### src/design/mcs_pkg.sv
/*
 multichannel selection control: shared constants, field positions,
 register offsets and mode types.
 assumes a 32-bit apb register bus on pclk and 128 serial channels.
*/
`default_nettype none
package mcs_pkg;
   localparam int ADDR_W    = 12;
   localparam int DATA_W    = 32;
   localparam int STRB_W    = 4;
   localparam int CHANS     = 128;
   localparam int CH_W      = 7;
   localparam int BLK_W     = 3;
   localparam int PBLK_W    = 2;
   localparam int EN_REGS   = 4;
   localparam int EN_IDX_W  = 2;

   localparam logic [ADDR_W-1:0] CTRL_OFFSET    = 12'h000;
   localparam logic [ADDR_W-1:0] RX_ENABLE_BASE = 12'h010;
   localparam logic [ADDR_W-1:0] TX_ENABLE_BASE = 12'h020;

   localparam int TX_PART_MODE_BIT = 25;
   localparam int TX_B_LO          = 23;
   localparam int TX_A_LO          = 21;
   localparam int TX_CUR_LO        = 18;
   localparam int TX_SEL_LO        = 16;
   localparam int RX_PART_MODE_BIT = 9;
   localparam int RX_B_LO          = 7;
   localparam int RX_A_LO          = 5;
   localparam int RX_CUR_LO        = 2;
   localparam int RX_SEL_BIT       = 0;

   localparam logic [DATA_W-1:0] CTRL_RESET   = 32'h0000_0000;
   localparam logic [DATA_W-1:0] ENABLE_RESET = 32'h0000_0000;
   localparam logic [PBLK_W-1:0] PBLK_RESET   = 2'h0;
   localparam logic [BLK_W-1:0]  BLK_RESET    = 3'h0;

   typedef enum logic [1:0] {
      SEL_ALL       = 2'h0,
      SEL_ONLY      = 2'h1,
      SEL_MASKED    = 2'h2,
      SEL_SYMMETRIC = 2'h3
   } select_mode_type;

   typedef enum {APB_IDLE, APB_ANSWER} apb_state_type;
endpackage
`default_nettype wire

### src/design/channel_gate_if.sv
/*
 carrier between the register bank and one channel gate.
 assumes both ends sit on the same pclk.
*/
`default_nettype none
interface channel_gate_if;
   import mcs_pkg::*;
   select_mode_type          select_mode;
   logic                     partition_mode;
   logic [PBLK_W-1:0]        part_a_block;
   logic [PBLK_W-1:0]        part_b_block;
   logic [PBLK_W-1:0]        alt_a_block;
   logic [PBLK_W-1:0]        alt_b_block;
   logic [CHANS-1:0]         enable_bits;
   logic [CHANS-1:0]         alt_enable_bits;
   logic [CH_W-1:0]          channel_index;
   logic                     channel_valid;
   logic                     channel_enable;
   logic                     channel_unmasked;
   logic [BLK_W-1:0]         current_block;

   modport bank (output select_mode, partition_mode, part_a_block, part_b_block,
                 alt_a_block, alt_b_block, enable_bits, alt_enable_bits,
                 channel_index, channel_valid,
                 input channel_enable, channel_unmasked, current_block);
   modport gate (input select_mode, partition_mode, part_a_block, part_b_block,
                 alt_a_block, alt_b_block, enable_bits, alt_enable_bits,
                 channel_index, channel_valid,
                 output channel_enable, channel_unmasked, current_block);
endinterface
`default_nettype wire

### src/design/channel_gate.sv
/*
 channel gate: decides per serial channel whether it is enabled and
 unmasked, and tracks the block in use.
 assumes channel_index comes from framing logic on pclk.
*/
`default_nettype none
module channel_gate (
   input  wire logic   pclk,
   input  wire logic   presetn,
   channel_gate_if.gate g
);
   import mcs_pkg::*;

   function automatic logic in_partitions(input logic [BLK_W-1:0]  blk,
                                          input logic [PBLK_W-1:0] a,
                                          input logic [PBLK_W-1:0] b);
      // partition a takes even blocks, partition b odd ones
      in_partitions = (blk == {a, 1'b0}) || (blk == {b, 1'b1});
   endfunction

   wire logic [BLK_W-1:0] blk_now   = g.channel_index[CH_W-1:CH_W-BLK_W];
   wire logic             own_bit   = g.enable_bits[g.channel_index];
   wire logic             alt_bit   = g.alt_enable_bits[g.channel_index];
   wire logic             symmetric = (g.select_mode == SEL_SYMMETRIC);
   wire logic [PBLK_W-1:0] use_a    = symmetric ? g.alt_a_block : g.part_a_block;
   wire logic [PBLK_W-1:0] use_b    = symmetric ? g.alt_b_block : g.part_b_block;
   wire logic             reach     = g.partition_mode || in_partitions(blk_now, use_a, use_b);
   wire logic             own_sel   = reach && own_bit;
   wire logic             alt_sel   = reach && alt_bit;
   logic                  enable_next;
   logic                  unmask_next;

   always_comb begin
      unique case (g.select_mode)
         SEL_ALL: begin
            enable_next = 1'b1;
            unmask_next = 1'b1;
         end
         SEL_ONLY: begin
            enable_next = own_sel;
            unmask_next = own_sel;
         end
         SEL_MASKED: begin
            enable_next = 1'b1;
            unmask_next = own_sel;
         end
         SEL_SYMMETRIC: begin
            enable_next = alt_sel;
            unmask_next = own_sel;
         end
      endcase
   end

   always_ff @(posedge pclk or negedge presetn) begin
      if (!presetn) begin
         g.channel_enable   <= 1'b0;
         g.channel_unmasked <= 1'b0;
         g.current_block    <= BLK_RESET;
      end else if (g.channel_valid) begin
         g.channel_enable   <= enable_next;
         g.channel_unmasked <= unmask_next;
         g.current_block    <= blk_now;
      end
   end
endmodule
`default_nettype wire

### src/design/multichannel_select_control.sv
/*
 multichannel selection control register bank with apb slave, the
 rx and tx enhanced channel-enable registers and two channel gates.
 assumes framing logic on pclk presents channel index with a valid
 strobe per channel, and an apb4 master on pclk.
*/
// Design decisions made here: register access over APB and the register offsets.
`default_nettype none
module multichannel_select_control (
   input  wire logic                         pclk,
   input  wire logic                         presetn,
   input  wire logic                         psel,
   input  wire logic                         penable,
   input  wire logic                         pwrite,
   input  wire logic [mcs_pkg::ADDR_W-1:0]   paddr,
   input  wire logic [mcs_pkg::DATA_W-1:0]   pwdata,
   input  wire logic [mcs_pkg::STRB_W-1:0]   pstrb,
   output var  logic [mcs_pkg::DATA_W-1:0]   prdata,
   output var  logic                         pready,
   output var  logic                         pslverr,
   input  wire logic [mcs_pkg::CH_W-1:0]     rx_channel_index,
   input  wire logic                         rx_channel_valid,
   input  wire logic [mcs_pkg::CH_W-1:0]     tx_channel_index,
   input  wire logic                         tx_channel_valid,
   output var  logic                         rx_channel_enable,
   output var  logic                         tx_channel_enable,
   output var  logic                         tx_channel_unmasked
);
   import mcs_pkg::*;

   // address decoding used for both read and write paths
   function automatic logic is_ctrl(input logic [ADDR_W-1:0] a);
      is_ctrl = (a == CTRL_OFFSET);
   endfunction

   function automatic logic in_bank(input logic [ADDR_W-1:0] a,
                                    input logic [ADDR_W-1:0] base);
      in_bank = (a[ADDR_W-1:4] == base[ADDR_W-1:4]) && (a[1:0] == 2'h0);
   endfunction

   function automatic logic [EN_IDX_W-1:0] bank_index(input logic [ADDR_W-1:0] a);
      bank_index = a[3:2];
   endfunction

   function automatic logic [DATA_W-1:0] lane_merge(input logic [DATA_W-1:0] old,
                                                    input logic [DATA_W-1:0] wd,
                                                    input logic [STRB_W-1:0] st);
      lane_merge = old;
      for (int i = 0; i < STRB_W; i++) begin
         if (st[i]) begin
            lane_merge[i*8 +: 8] = wd[i*8 +: 8];
         end
      end
   endfunction

   // apb handshake: one wait state, answer registered
   apb_state_type state_reg;
   apb_state_type state_next;

   wire logic access    = psel && penable;
   wire logic take      = (state_reg == APB_ANSWER);
   wire logic hit_ctrl  = is_ctrl(paddr);
   wire logic hit_rx    = in_bank(paddr, RX_ENABLE_BASE);
   wire logic hit_tx    = in_bank(paddr, TX_ENABLE_BASE);
   wire logic mapped    = hit_ctrl || hit_rx || hit_tx;
   wire logic do_write  = take && pwrite && mapped;
   wire logic wr_ctrl   = do_write && hit_ctrl;
   wire logic wr_rx     = do_write && hit_rx;
   wire logic wr_tx     = do_write && hit_tx;
   wire logic [EN_IDX_W-1:0] widx = bank_index(paddr);

   always_comb begin
      unique case (state_reg)
         APB_IDLE:   state_next = access ? APB_ANSWER : APB_IDLE;
         APB_ANSWER: state_next = APB_IDLE;
      endcase
   end

   always_ff @(posedge pclk or negedge presetn) begin
      if (!presetn) begin
         state_reg <= APB_IDLE;
      end else begin
         state_reg <= state_next;
      end
   end

   // writable control fields of the multichannel selection control
   logic                     rx_channel_select_mode;
   logic                     rx_partition_mode;
   logic [PBLK_W-1:0]        rx_part_a_block;
   logic [PBLK_W-1:0]        rx_part_b_block;
   select_mode_type          tx_channel_select_mode;
   logic                     tx_partition_mode;
   logic [PBLK_W-1:0]        tx_part_a_block;
   logic [PBLK_W-1:0]        tx_part_b_block;

   // merged word after byte lanes; only writable fields are taken from it
   wire logic [DATA_W-1:0] ctrl_view;
   wire logic [DATA_W-1:0] ctrl_wr = lane_merge(ctrl_view, pwdata, pstrb);

   always_ff @(posedge pclk or negedge presetn) begin
      if (!presetn) begin
         rx_channel_select_mode <= 1'b0;
         rx_partition_mode      <= 1'b0;
         rx_part_a_block        <= PBLK_RESET;
         rx_part_b_block        <= PBLK_RESET;
         tx_channel_select_mode <= SEL_ALL;
         tx_partition_mode      <= 1'b0;
         tx_part_a_block        <= PBLK_RESET;
         tx_part_b_block        <= PBLK_RESET;
      end else if (wr_ctrl) begin
         rx_channel_select_mode <= ctrl_wr[RX_SEL_BIT];
         rx_partition_mode      <= ctrl_wr[RX_PART_MODE_BIT];
         rx_part_a_block        <= ctrl_wr[RX_A_LO +: PBLK_W];
         rx_part_b_block        <= ctrl_wr[RX_B_LO +: PBLK_W];
         tx_channel_select_mode <= select_mode_type'(ctrl_wr[TX_SEL_LO +: 2]);
         tx_partition_mode      <= ctrl_wr[TX_PART_MODE_BIT];
         tx_part_a_block        <= ctrl_wr[TX_A_LO +: PBLK_W];
         tx_part_b_block        <= ctrl_wr[TX_B_LO +: PBLK_W];
      end
   end

   // enhanced channel-enable registers, four per side
   logic [DATA_W-1:0] rx_enhanced_channel_enable [EN_REGS];
   logic [DATA_W-1:0] tx_enhanced_channel_enable [EN_REGS];
   wire  logic [CHANS-1:0] rx_enable_flat;
   wire  logic [CHANS-1:0] tx_enable_flat;

   genvar n;
   generate
      for (n = 0; n < EN_REGS; n++) begin : g_enable
         wire logic wr_rx_n = wr_rx && (widx == EN_IDX_W'(n));
         wire logic wr_tx_n = wr_tx && (widx == EN_IDX_W'(n));

         always_ff @(posedge pclk or negedge presetn) begin
            if (!presetn) begin
               rx_enhanced_channel_enable[n] <= ENABLE_RESET;
            end else if (wr_rx_n) begin
               rx_enhanced_channel_enable[n] <= lane_merge(rx_enhanced_channel_enable[n],
                                                           pwdata, pstrb);
            end
         end

         // tx register n covers channels 32n to 32n+31
         always_ff @(posedge pclk or negedge presetn) begin
            if (!presetn) begin
               tx_enhanced_channel_enable[n] <= ENABLE_RESET;
            end else if (wr_tx_n) begin
               tx_enhanced_channel_enable[n] <= lane_merge(tx_enhanced_channel_enable[n],
                                                           pwdata, pstrb);
            end
         end

         assign rx_enable_flat[n*DATA_W +: DATA_W] = rx_enhanced_channel_enable[n];
         assign tx_enable_flat[n*DATA_W +: DATA_W] = tx_enhanced_channel_enable[n];
      end
   endgenerate

   // channel gates; rx is never masked, so it only uses select-all or select-only mode
   channel_gate_if rx_link ();
   channel_gate_if tx_link ();

   wire logic [BLK_W-1:0] rx_current_block = rx_link.current_block;
   wire logic [BLK_W-1:0] tx_current_block = tx_link.current_block;

   assign rx_link.select_mode     = rx_channel_select_mode ? SEL_ONLY : SEL_ALL;
   assign rx_link.partition_mode  = rx_partition_mode;
   assign rx_link.part_a_block    = rx_part_a_block;
   assign rx_link.part_b_block    = rx_part_b_block;
   assign rx_link.alt_a_block     = rx_part_a_block;
   assign rx_link.alt_b_block     = rx_part_b_block;
   assign rx_link.enable_bits     = rx_enable_flat;
   assign rx_link.alt_enable_bits = rx_enable_flat;
   assign rx_link.channel_index   = rx_channel_index;
   assign rx_link.channel_valid   = rx_channel_valid;

   // partition mode only matters under individual control
   assign tx_link.select_mode     = tx_channel_select_mode;
   assign tx_link.partition_mode  = tx_partition_mode;
   assign tx_link.part_a_block    = tx_part_a_block;
   assign tx_link.part_b_block    = tx_part_b_block;
   assign tx_link.alt_a_block     = rx_part_a_block;
   assign tx_link.alt_b_block     = rx_part_b_block;
   assign tx_link.enable_bits     = tx_enable_flat;
   assign tx_link.alt_enable_bits = rx_enable_flat;
   assign tx_link.channel_index   = tx_channel_index;
   assign tx_link.channel_valid   = tx_channel_valid;

   channel_gate rx_gate (
      .pclk    (pclk),
      .presetn (presetn),
      .g       (rx_link.gate)
   );

   channel_gate tx_gate (
      .pclk    (pclk),
      .presetn (presetn),
      .g       (tx_link.gate)
   );

   assign rx_channel_enable   = rx_link.channel_enable;
   assign tx_channel_enable   = tx_link.channel_enable;
   assign tx_channel_unmasked = tx_link.channel_unmasked;

   // register image; reserved and status bits not writable
   wire logic [DATA_W-1:0] ctrl_reserved_zero = CTRL_RESET;
   assign ctrl_view = ctrl_reserved_zero
                   | (DATA_W'(tx_partition_mode)      << TX_PART_MODE_BIT)
                   | (DATA_W'(tx_part_b_block)        << TX_B_LO)
                   | (DATA_W'(tx_part_a_block)        << TX_A_LO)
                   | (DATA_W'(tx_current_block)       << TX_CUR_LO)
                   | (DATA_W'(tx_channel_select_mode) << TX_SEL_LO)
                   | (DATA_W'(rx_partition_mode)      << RX_PART_MODE_BIT)
                   | (DATA_W'(rx_part_b_block)        << RX_B_LO)
                   | (DATA_W'(rx_part_a_block)        << RX_A_LO)
                   | (DATA_W'(rx_current_block)       << RX_CUR_LO)
                   | (DATA_W'(rx_channel_select_mode) << RX_SEL_BIT);

   wire logic [DATA_W-1:0] rx_bank_word = rx_enhanced_channel_enable[widx];
   wire logic [DATA_W-1:0] tx_bank_word = tx_enhanced_channel_enable[widx];
   wire logic [DATA_W-1:0] read_word    = hit_ctrl ? ctrl_view
                                        : hit_rx  ? rx_bank_word
                                        : hit_tx  ? tx_bank_word
                                        : '0;

   // answer is prepared on entering the access phase, shown with pready and cleared after that cycle
   wire logic enter_answer = (state_reg == APB_IDLE) && access;
   logic [DATA_W-1:0] prdata_next;
   logic              pslverr_next;

   always_comb begin
      prdata_next  = prdata;
      pslverr_next = pslverr;
      if (enter_answer) begin
         prdata_next  = pwrite ? '0 : read_word;
         pslverr_next = !mapped;
      end else if (take) begin
         prdata_next  = '0;
         pslverr_next = 1'b0;
      end
   end

   always_ff @(posedge pclk or negedge presetn) begin
      if (!presetn) begin
         pready  <= 1'b0;
         prdata  <= '0;
         pslverr <= 1'b0;
      end else begin
         pready  <= enter_answer;
         prdata  <= prdata_next;
         pslverr <= pslverr_next;
      end
   end
endmodule
`default_nettype wire

### config.mk
export PLATFORM = sky130hd
export DESIGN_NAME = multichannel_select_control
export DESIGN_NICKNAME = d
export VERILOG_FILES = /design/src/design/mcs_pkg.sv /design/src/design/channel_gate_if.sv /design/src/design/channel_gate.sv /design/src/design/multichannel_select_control.sv
export SDC_FILE = /design/constraint.sdc
export NUM_CORES = 1
export LEC_CHECK = 0
export ABC_AREA = 0
export BUFFER_PORTS_ARGS = -buffer_cell sky130_fd_sc_hd__buf_4
export CAP_MARGIN = 10
export CORE_MARGIN = 5
export CORE_UTILIZATION = 25
export DETAILED_ROUTE_END_ITERATION = 6
export PLACE_DENSITY_LB_ADDON = 0.05
export RECOVER_POWER = 50
export SYNTH_ARGS = -nofsm -noshare
export SYNTH_HDL_FRONTEND = slang
export SYNTH_HIERARCHICAL = 1
export SYNTH_SLANG_ARGS = --single-unit
### constraint.sdc
create_clock -name pclk -period 4.85 [get_ports pclk]
set_input_delay 0.97 -clock pclk [delete_from_list [all_inputs] [get_ports pclk]]
set_output_delay 0.97 -clock pclk [all_outputs]
set_load 0.03 [all_outputs]
-- After elaboration in Yosys (flattened, before gate mapping)
Index checks and enable logic that the tools add are counted.
W data, S select, Z words.
- register bits after elaboration: 344
- bits of input ports: 69
- output and inout bits: 37
- word-level logic and storage cells: 182
- magnitude comparators: 3
- equality and inequality tests: 17
- mux-type cells: 32
- bitwise logic cells: 10
- reductions and logical operators: 71
- operators with widths (kind ; count):
    $mux W32 ; 10
    $bmux W32 S2 ; 2
    $logic_not A32 Y1 ; 2
    $pmux W32 S2 ; 1
    $reduce_and A2 Y1 ; 32
    $eq A32 B1 Y1 const B ; 1
    $eq A32 B2 Y1 const B ; 1
    $or A26 B1 Y26 ; 1
    $or A26 B10 Y26 ; 1
    $or A26 B18 Y26 ; 1
    $or A26 B21 Y26 ; 1
    $or A26 B23 Y26 ; 1
    $or A26 B25 Y26 ; 1
    $or A26 B5 Y26 ; 1
    $or A26 B7 Y26 ; 1
    $or A26 B9 Y26 ; 1
    $bmux W1 S7 ; 3
    $logic_and A1 B1 Y1 ; 20
    $lt A7 B8 Y1 const B ; 2
    $mux W8 ; 2
    $eq A3 B3 Y1 ; 4
    $logic_not A12 Y1 ; 1
    $eq A2 B2 Y1 const B ; 4
    $eq A8 B1 Y1 const B ; 1
    other kinds (16) ; 38

-- Depth between registers and ports, before layout
- depth after elaboration: 12
- mapped depth: 11
- gate-level depth less buffers: 7

-- Hierarchy
The synthesis kept the hierarchy.
- modules (own cells, without submodules) (module ; times used ; cells each ; area each (um^2) ; sequential area each (um^2)):
    multichannel_select_control ; 1 ; 1002 ; 13979.7 ; 7582.3
    channel_gate ; 2 ; 206 ; 2567.5 ; 125.1

-- Least setup slack after synthesis
No wires, ideal clock.
- path kind: in2reg
- from: in paddr[9] in the netlist's numbering
- to: reg rx_enhanced_channel_enable (netlist bit rx_enable_flat[100])
- library setup time: 125 ps
- arrival time: 2647 ps
- data required time: 4725 ps
- slack: 2078 ps
- stages: 5
- path buffers: 2
- cell sequence: or4_1 > buf_2 > buf_6 > nor4_4 > mux2_2
- cells in the longest elaborated chain, start to end: 8
- elaborated cells on any way between the ends: 11
- classes of those cells: eq/ne: 2; reduce/logical: 9
- ends and longest elaborated chain (item ; line ; source):
    start, declared ; multichannel_select_control.sv:15 ; input wire logic [mcs_pkg::ADDR_W-1:0] paddr,
    $eq A8 B1 Y1 ; multichannel_select_control.sv:38 ; in_bank = (a[ADDR_W-1:4] == base[ADDR_W-1:4]) && (a[1:0] == 2'h0);
    $logic_and A1 B1 Y1 ; multichannel_select_control.sv:38 ;
    $logic_or A1 B1 Y1 (2 in a row) ; multichannel_select_control.sv:65 ; wire logic mapped = hit_ctrl || hit_rx || hit_tx;
    $logic_and A1 B1 Y1 ; multichannel_select_control.sv:66 ; wire logic do_write = take && pwrite && mapped;
    $logic_and A1 B1 Y1 (*) ; multichannel_select_control.sv:68 ; wire logic wr_rx = do_write && hit_rx;
    $logic_and A1 B1 Y1 (*) ; multichannel_select_control.sv:132 ; wire logic wr_rx_n = wr_rx && (widx == EN_IDX_W'(n));
    $reduce_and A2 Y1 (no source line) (*) ; n/a ;
    end signal, assigned by index ; multichannel_select_control.sv:139 ; rx_enhanced_channel_enable[n] <= lane_merge(rx_enhanced_channel_enable[n],
    end, declared ; multichannel_select_control.sv:124 ; logic [DATA_W-1:0] rx_enhanced_channel_enable [EN_REGS];
Mark *: on every way between the ends. The rest lies on a longest branch, timed or not.
A chain may end at the register's enable or synchronous reset.

-- Worst setup path after layout
- from: in paddr[9] in the netlist's numbering
- to: reg tx_enhanced_channel_enable (netlist bit tx_enable_flat[11])
- cells in the longest elaborated chain, start to end: 8
- elaborated cells on any way between the ends: 11
- classes of those cells: eq/ne: 2; reduce/logical: 9
- ends and longest elaborated chain (item ; line ; source):
    $eq A8 B1 Y1 ; multichannel_select_control.sv:38 ;
    $logic_and A1 B1 Y1 ; multichannel_select_control.sv:38 ;
    $logic_or A1 B1 Y1 (2 in a row) ; multichannel_select_control.sv:65 ;
    $logic_and A1 B1 Y1 ; multichannel_select_control.sv:66 ;
    $logic_and A1 B1 Y1 (*) ; multichannel_select_control.sv:69 ; wire logic wr_tx = do_write && hit_tx;
    $logic_and A1 B1 Y1 (*) ; multichannel_select_control.sv:133 ; wire logic wr_tx_n = wr_tx && (widx == EN_IDX_W'(n));
    $reduce_and A2 Y1 (no source line) (*) ; n/a ;
    end signal, assigned by index ; multichannel_select_control.sv:149 ; tx_enhanced_channel_enable[n] <= lane_merge(tx_enhanced_channel_enable[n],
    end, declared ; multichannel_select_control.sv:125 ; logic [DATA_W-1:0] tx_enhanced_channel_enable [EN_REGS];
Marked as above.

==> parameters.txt <==
Parameter                              Value

Routing
  Number of DRC violations after detailed routing ... 0
  Initial DRT Pass Iterations ... 5
  WL per Instance ... 31.8 um
  Vias per Instance ... 5.39
  Initial drt markers ... 971
  DRT antenna net count ... 0
  Total wire length after detailed routing ... 79.9 mm
  Overall via count from detail_route ... 13600

Worst setup path
  Critical path fanouts, max ... 9
  Library cell contributing the largest single delay on the critical path ... nor3_2
  Endpoint kind of the worst setup timing path ... flop
  Largest incremental delay on the critical path ... 980 ps
  CP Data Required Time ... 5290 ps
  Critical path data arrival time ... 4000 ps
  Cells along the critical path ... buf_4 -> nor4_1 -> nand2_1 -> nor3_2 -> mux2_2
  Cell class contributing the biggest share of worst-path delay ... simple AND/OR/NAND/NOR gates
  Count of buffering cells on the critical path with inverters included ... 1
  Launching element type of the critical path ... primary input
  CP Class ... primary input to flop

STA
  Worst setup skew after layout ... 14.7 ps
  WHS ... 472 ps
  Final Hold Viols ... 0
  Number of pins exceeding their max-slew limit in the final report ... 93
  Worst path setup slack after routing ... 1290 ps
  Total negative slack ... 0 ps
  Final number of setup-violating endpoints ... 0
  Final worst path period share ... 73.4%
  Achievable frequency ... 0.281 GHz
  Slew HR ... -88.0%
  Slew at the pin closest to its max-slew limit ... 2820 ps
  Unrepaired setup endpoints after global routing ... false
  Min Tclk post-route ... 3560 ps

Place
  Setup slack at placement ... 817 ps
  Gpl congestion ... 0.846
  DPL Wire Length ... 57.3 mm
  Count of buffers inserted at the top-level ports ... 105

Layout
  Layout cell share with drive strength beyond 1 ... 44.0%
  Final Util ... 29.4%
  Area added between synthesis and finish ... 16.8%
  Final layout net count ... 1582
  Commonest cells after routing, fill and taps aside ... 312 x dfrtp_1, 279 x mux2_2, 152 x mux4_2, 135 x buf_4, 96 x nand2_1
  Most common cell after layout, fill and taps aside ... dfrtp_1
  ANT cells ... 0

CTS
  Clock tree from TritonCTS ... built
  Buffer levels on the longest clock path ... 3
  Count of cells resized by post-cts repair ... 0
  Number of buffers created by CTS ... 43
  H-tree depth ... 2
  CTS hold repair buffers ... 0
  Clock-pin transition on the worst setup and hold timing paths ... 60 ps
  # clock sinks ... 312
  Insertion delay of the later-clocked pin in the worst-skew pair ... 560 ps
  Root buffer cell ... clkbuf_16
  Post-CTS setup buffers ... 0

Die
  Total Die Area ... 81900 um^2
  Starting density of the core ... 25.2%
  Vert. Die Dim ... 286 um
  Boundary Pins ... 106
  Chip width ... 286 um
  # rows ... 101
  Core Box Area ... 75800 um^2

GRT
  Wire length of the first global-routing pass ... 114 mm
  Initial antenna violation count ... 3
  Pin count of the biggest net entering global routing ... 96
  Final global-route overflow total ... 0
  Gr usage total ... 19.2%
  Via count of the first global-routing pass ... 14200

Yosys
  Post-synthesis area per instance ... 13.5 um^2
  Yosys warnings ... 6
  Post-synthesis instance area ... 19100 um^2
  Synthesized instance count ... 1409

Pwr
  Power density over cell area ... 279 nW/um^2
  Leakage power ... 9.80 nW
  Largest voltage drop on the vdd net ... 0.216 mV

Worst hold path
  Worst hold path class ... flop to flop

Outcome
  Outcome ... complete, but fails checks
  Failing checks ... capacitance limit, slew limit

Flow run
  Reported max-cap violation count ... 1
[where the power goes]
| group | total, mW | internal, mW | switching, mW |
|---|---|---|---|
| registers | 2.62 | 2.61 | 0.0100 |
| clock network | 3.06 | 1.83 | 1.23 |
| logic | 0.538 | 0.164 | 0.373 |
| total | 6.22 | 4.60 | 1.62 |
[layer usage]
metal	up-vias	GRT usage, %	share of wire (%)
li1	5763	-	-
met5	-	0	0.016
met3	64	3.66	5.0
met4	2	3.64	1.6
met2	376	30.9	47
met1	7371	27.2	46
[final cells by class]
cell class	instances	area, um^2
fill	7759	53500
multi-input combinational	994	10700
sequential	312	7810
clock buffer	61	1290
tap	978	1220
timing repair buffer	156	1210
clock inverter	10	52.6
inverter	6	22.5
[path summary, 6_finish.rpt]
| kind | end | slack [ps] | cells past startpoint | start |
|---|---|---|---|---|
| max in group asynchronous | tx_enable_flat[68] | 1890 | 1 | presetn |
| hold reg to reg | prdata[14] | 470 | 2 | prdata[14] |
| hold / removal | prdata[14] | 470 | 2 | prdata[14] |
| setup reg to reg | tx_enable_flat[11] | 2190 | 4 | state_reg[0] |
| min in group asynchronous | prdata[10] | 1250 | 1 | presetn |
| setup / recovery | tx_enable_flat[11] | 1290 | 5 | paddr[9] |
[stage by stage]
step | instance area, um^2 | cells | total power [mW]
after floorplan | 19100 | 1415 | 2.94
after global placement | 21000 | 2446 | 3.22
after detailed placement | 21000 | 2446 | 3.22
after CTS | 22300 | 2517 | 6.34
after global routing | 22300 | 2517 | 6.45
final | 22300 | 2517 | 6.22
[worst register-to-register path, delay by kind of cell (launching register included)]
kind / cells / cell delay, ps
multiplexers: 1 / 420
AND/OR/NAND/NOR: 2 / 1100
buffers and inverters: 1 / 310
flip-flops: 1 / 710
(Power assumes the default switching activity.)
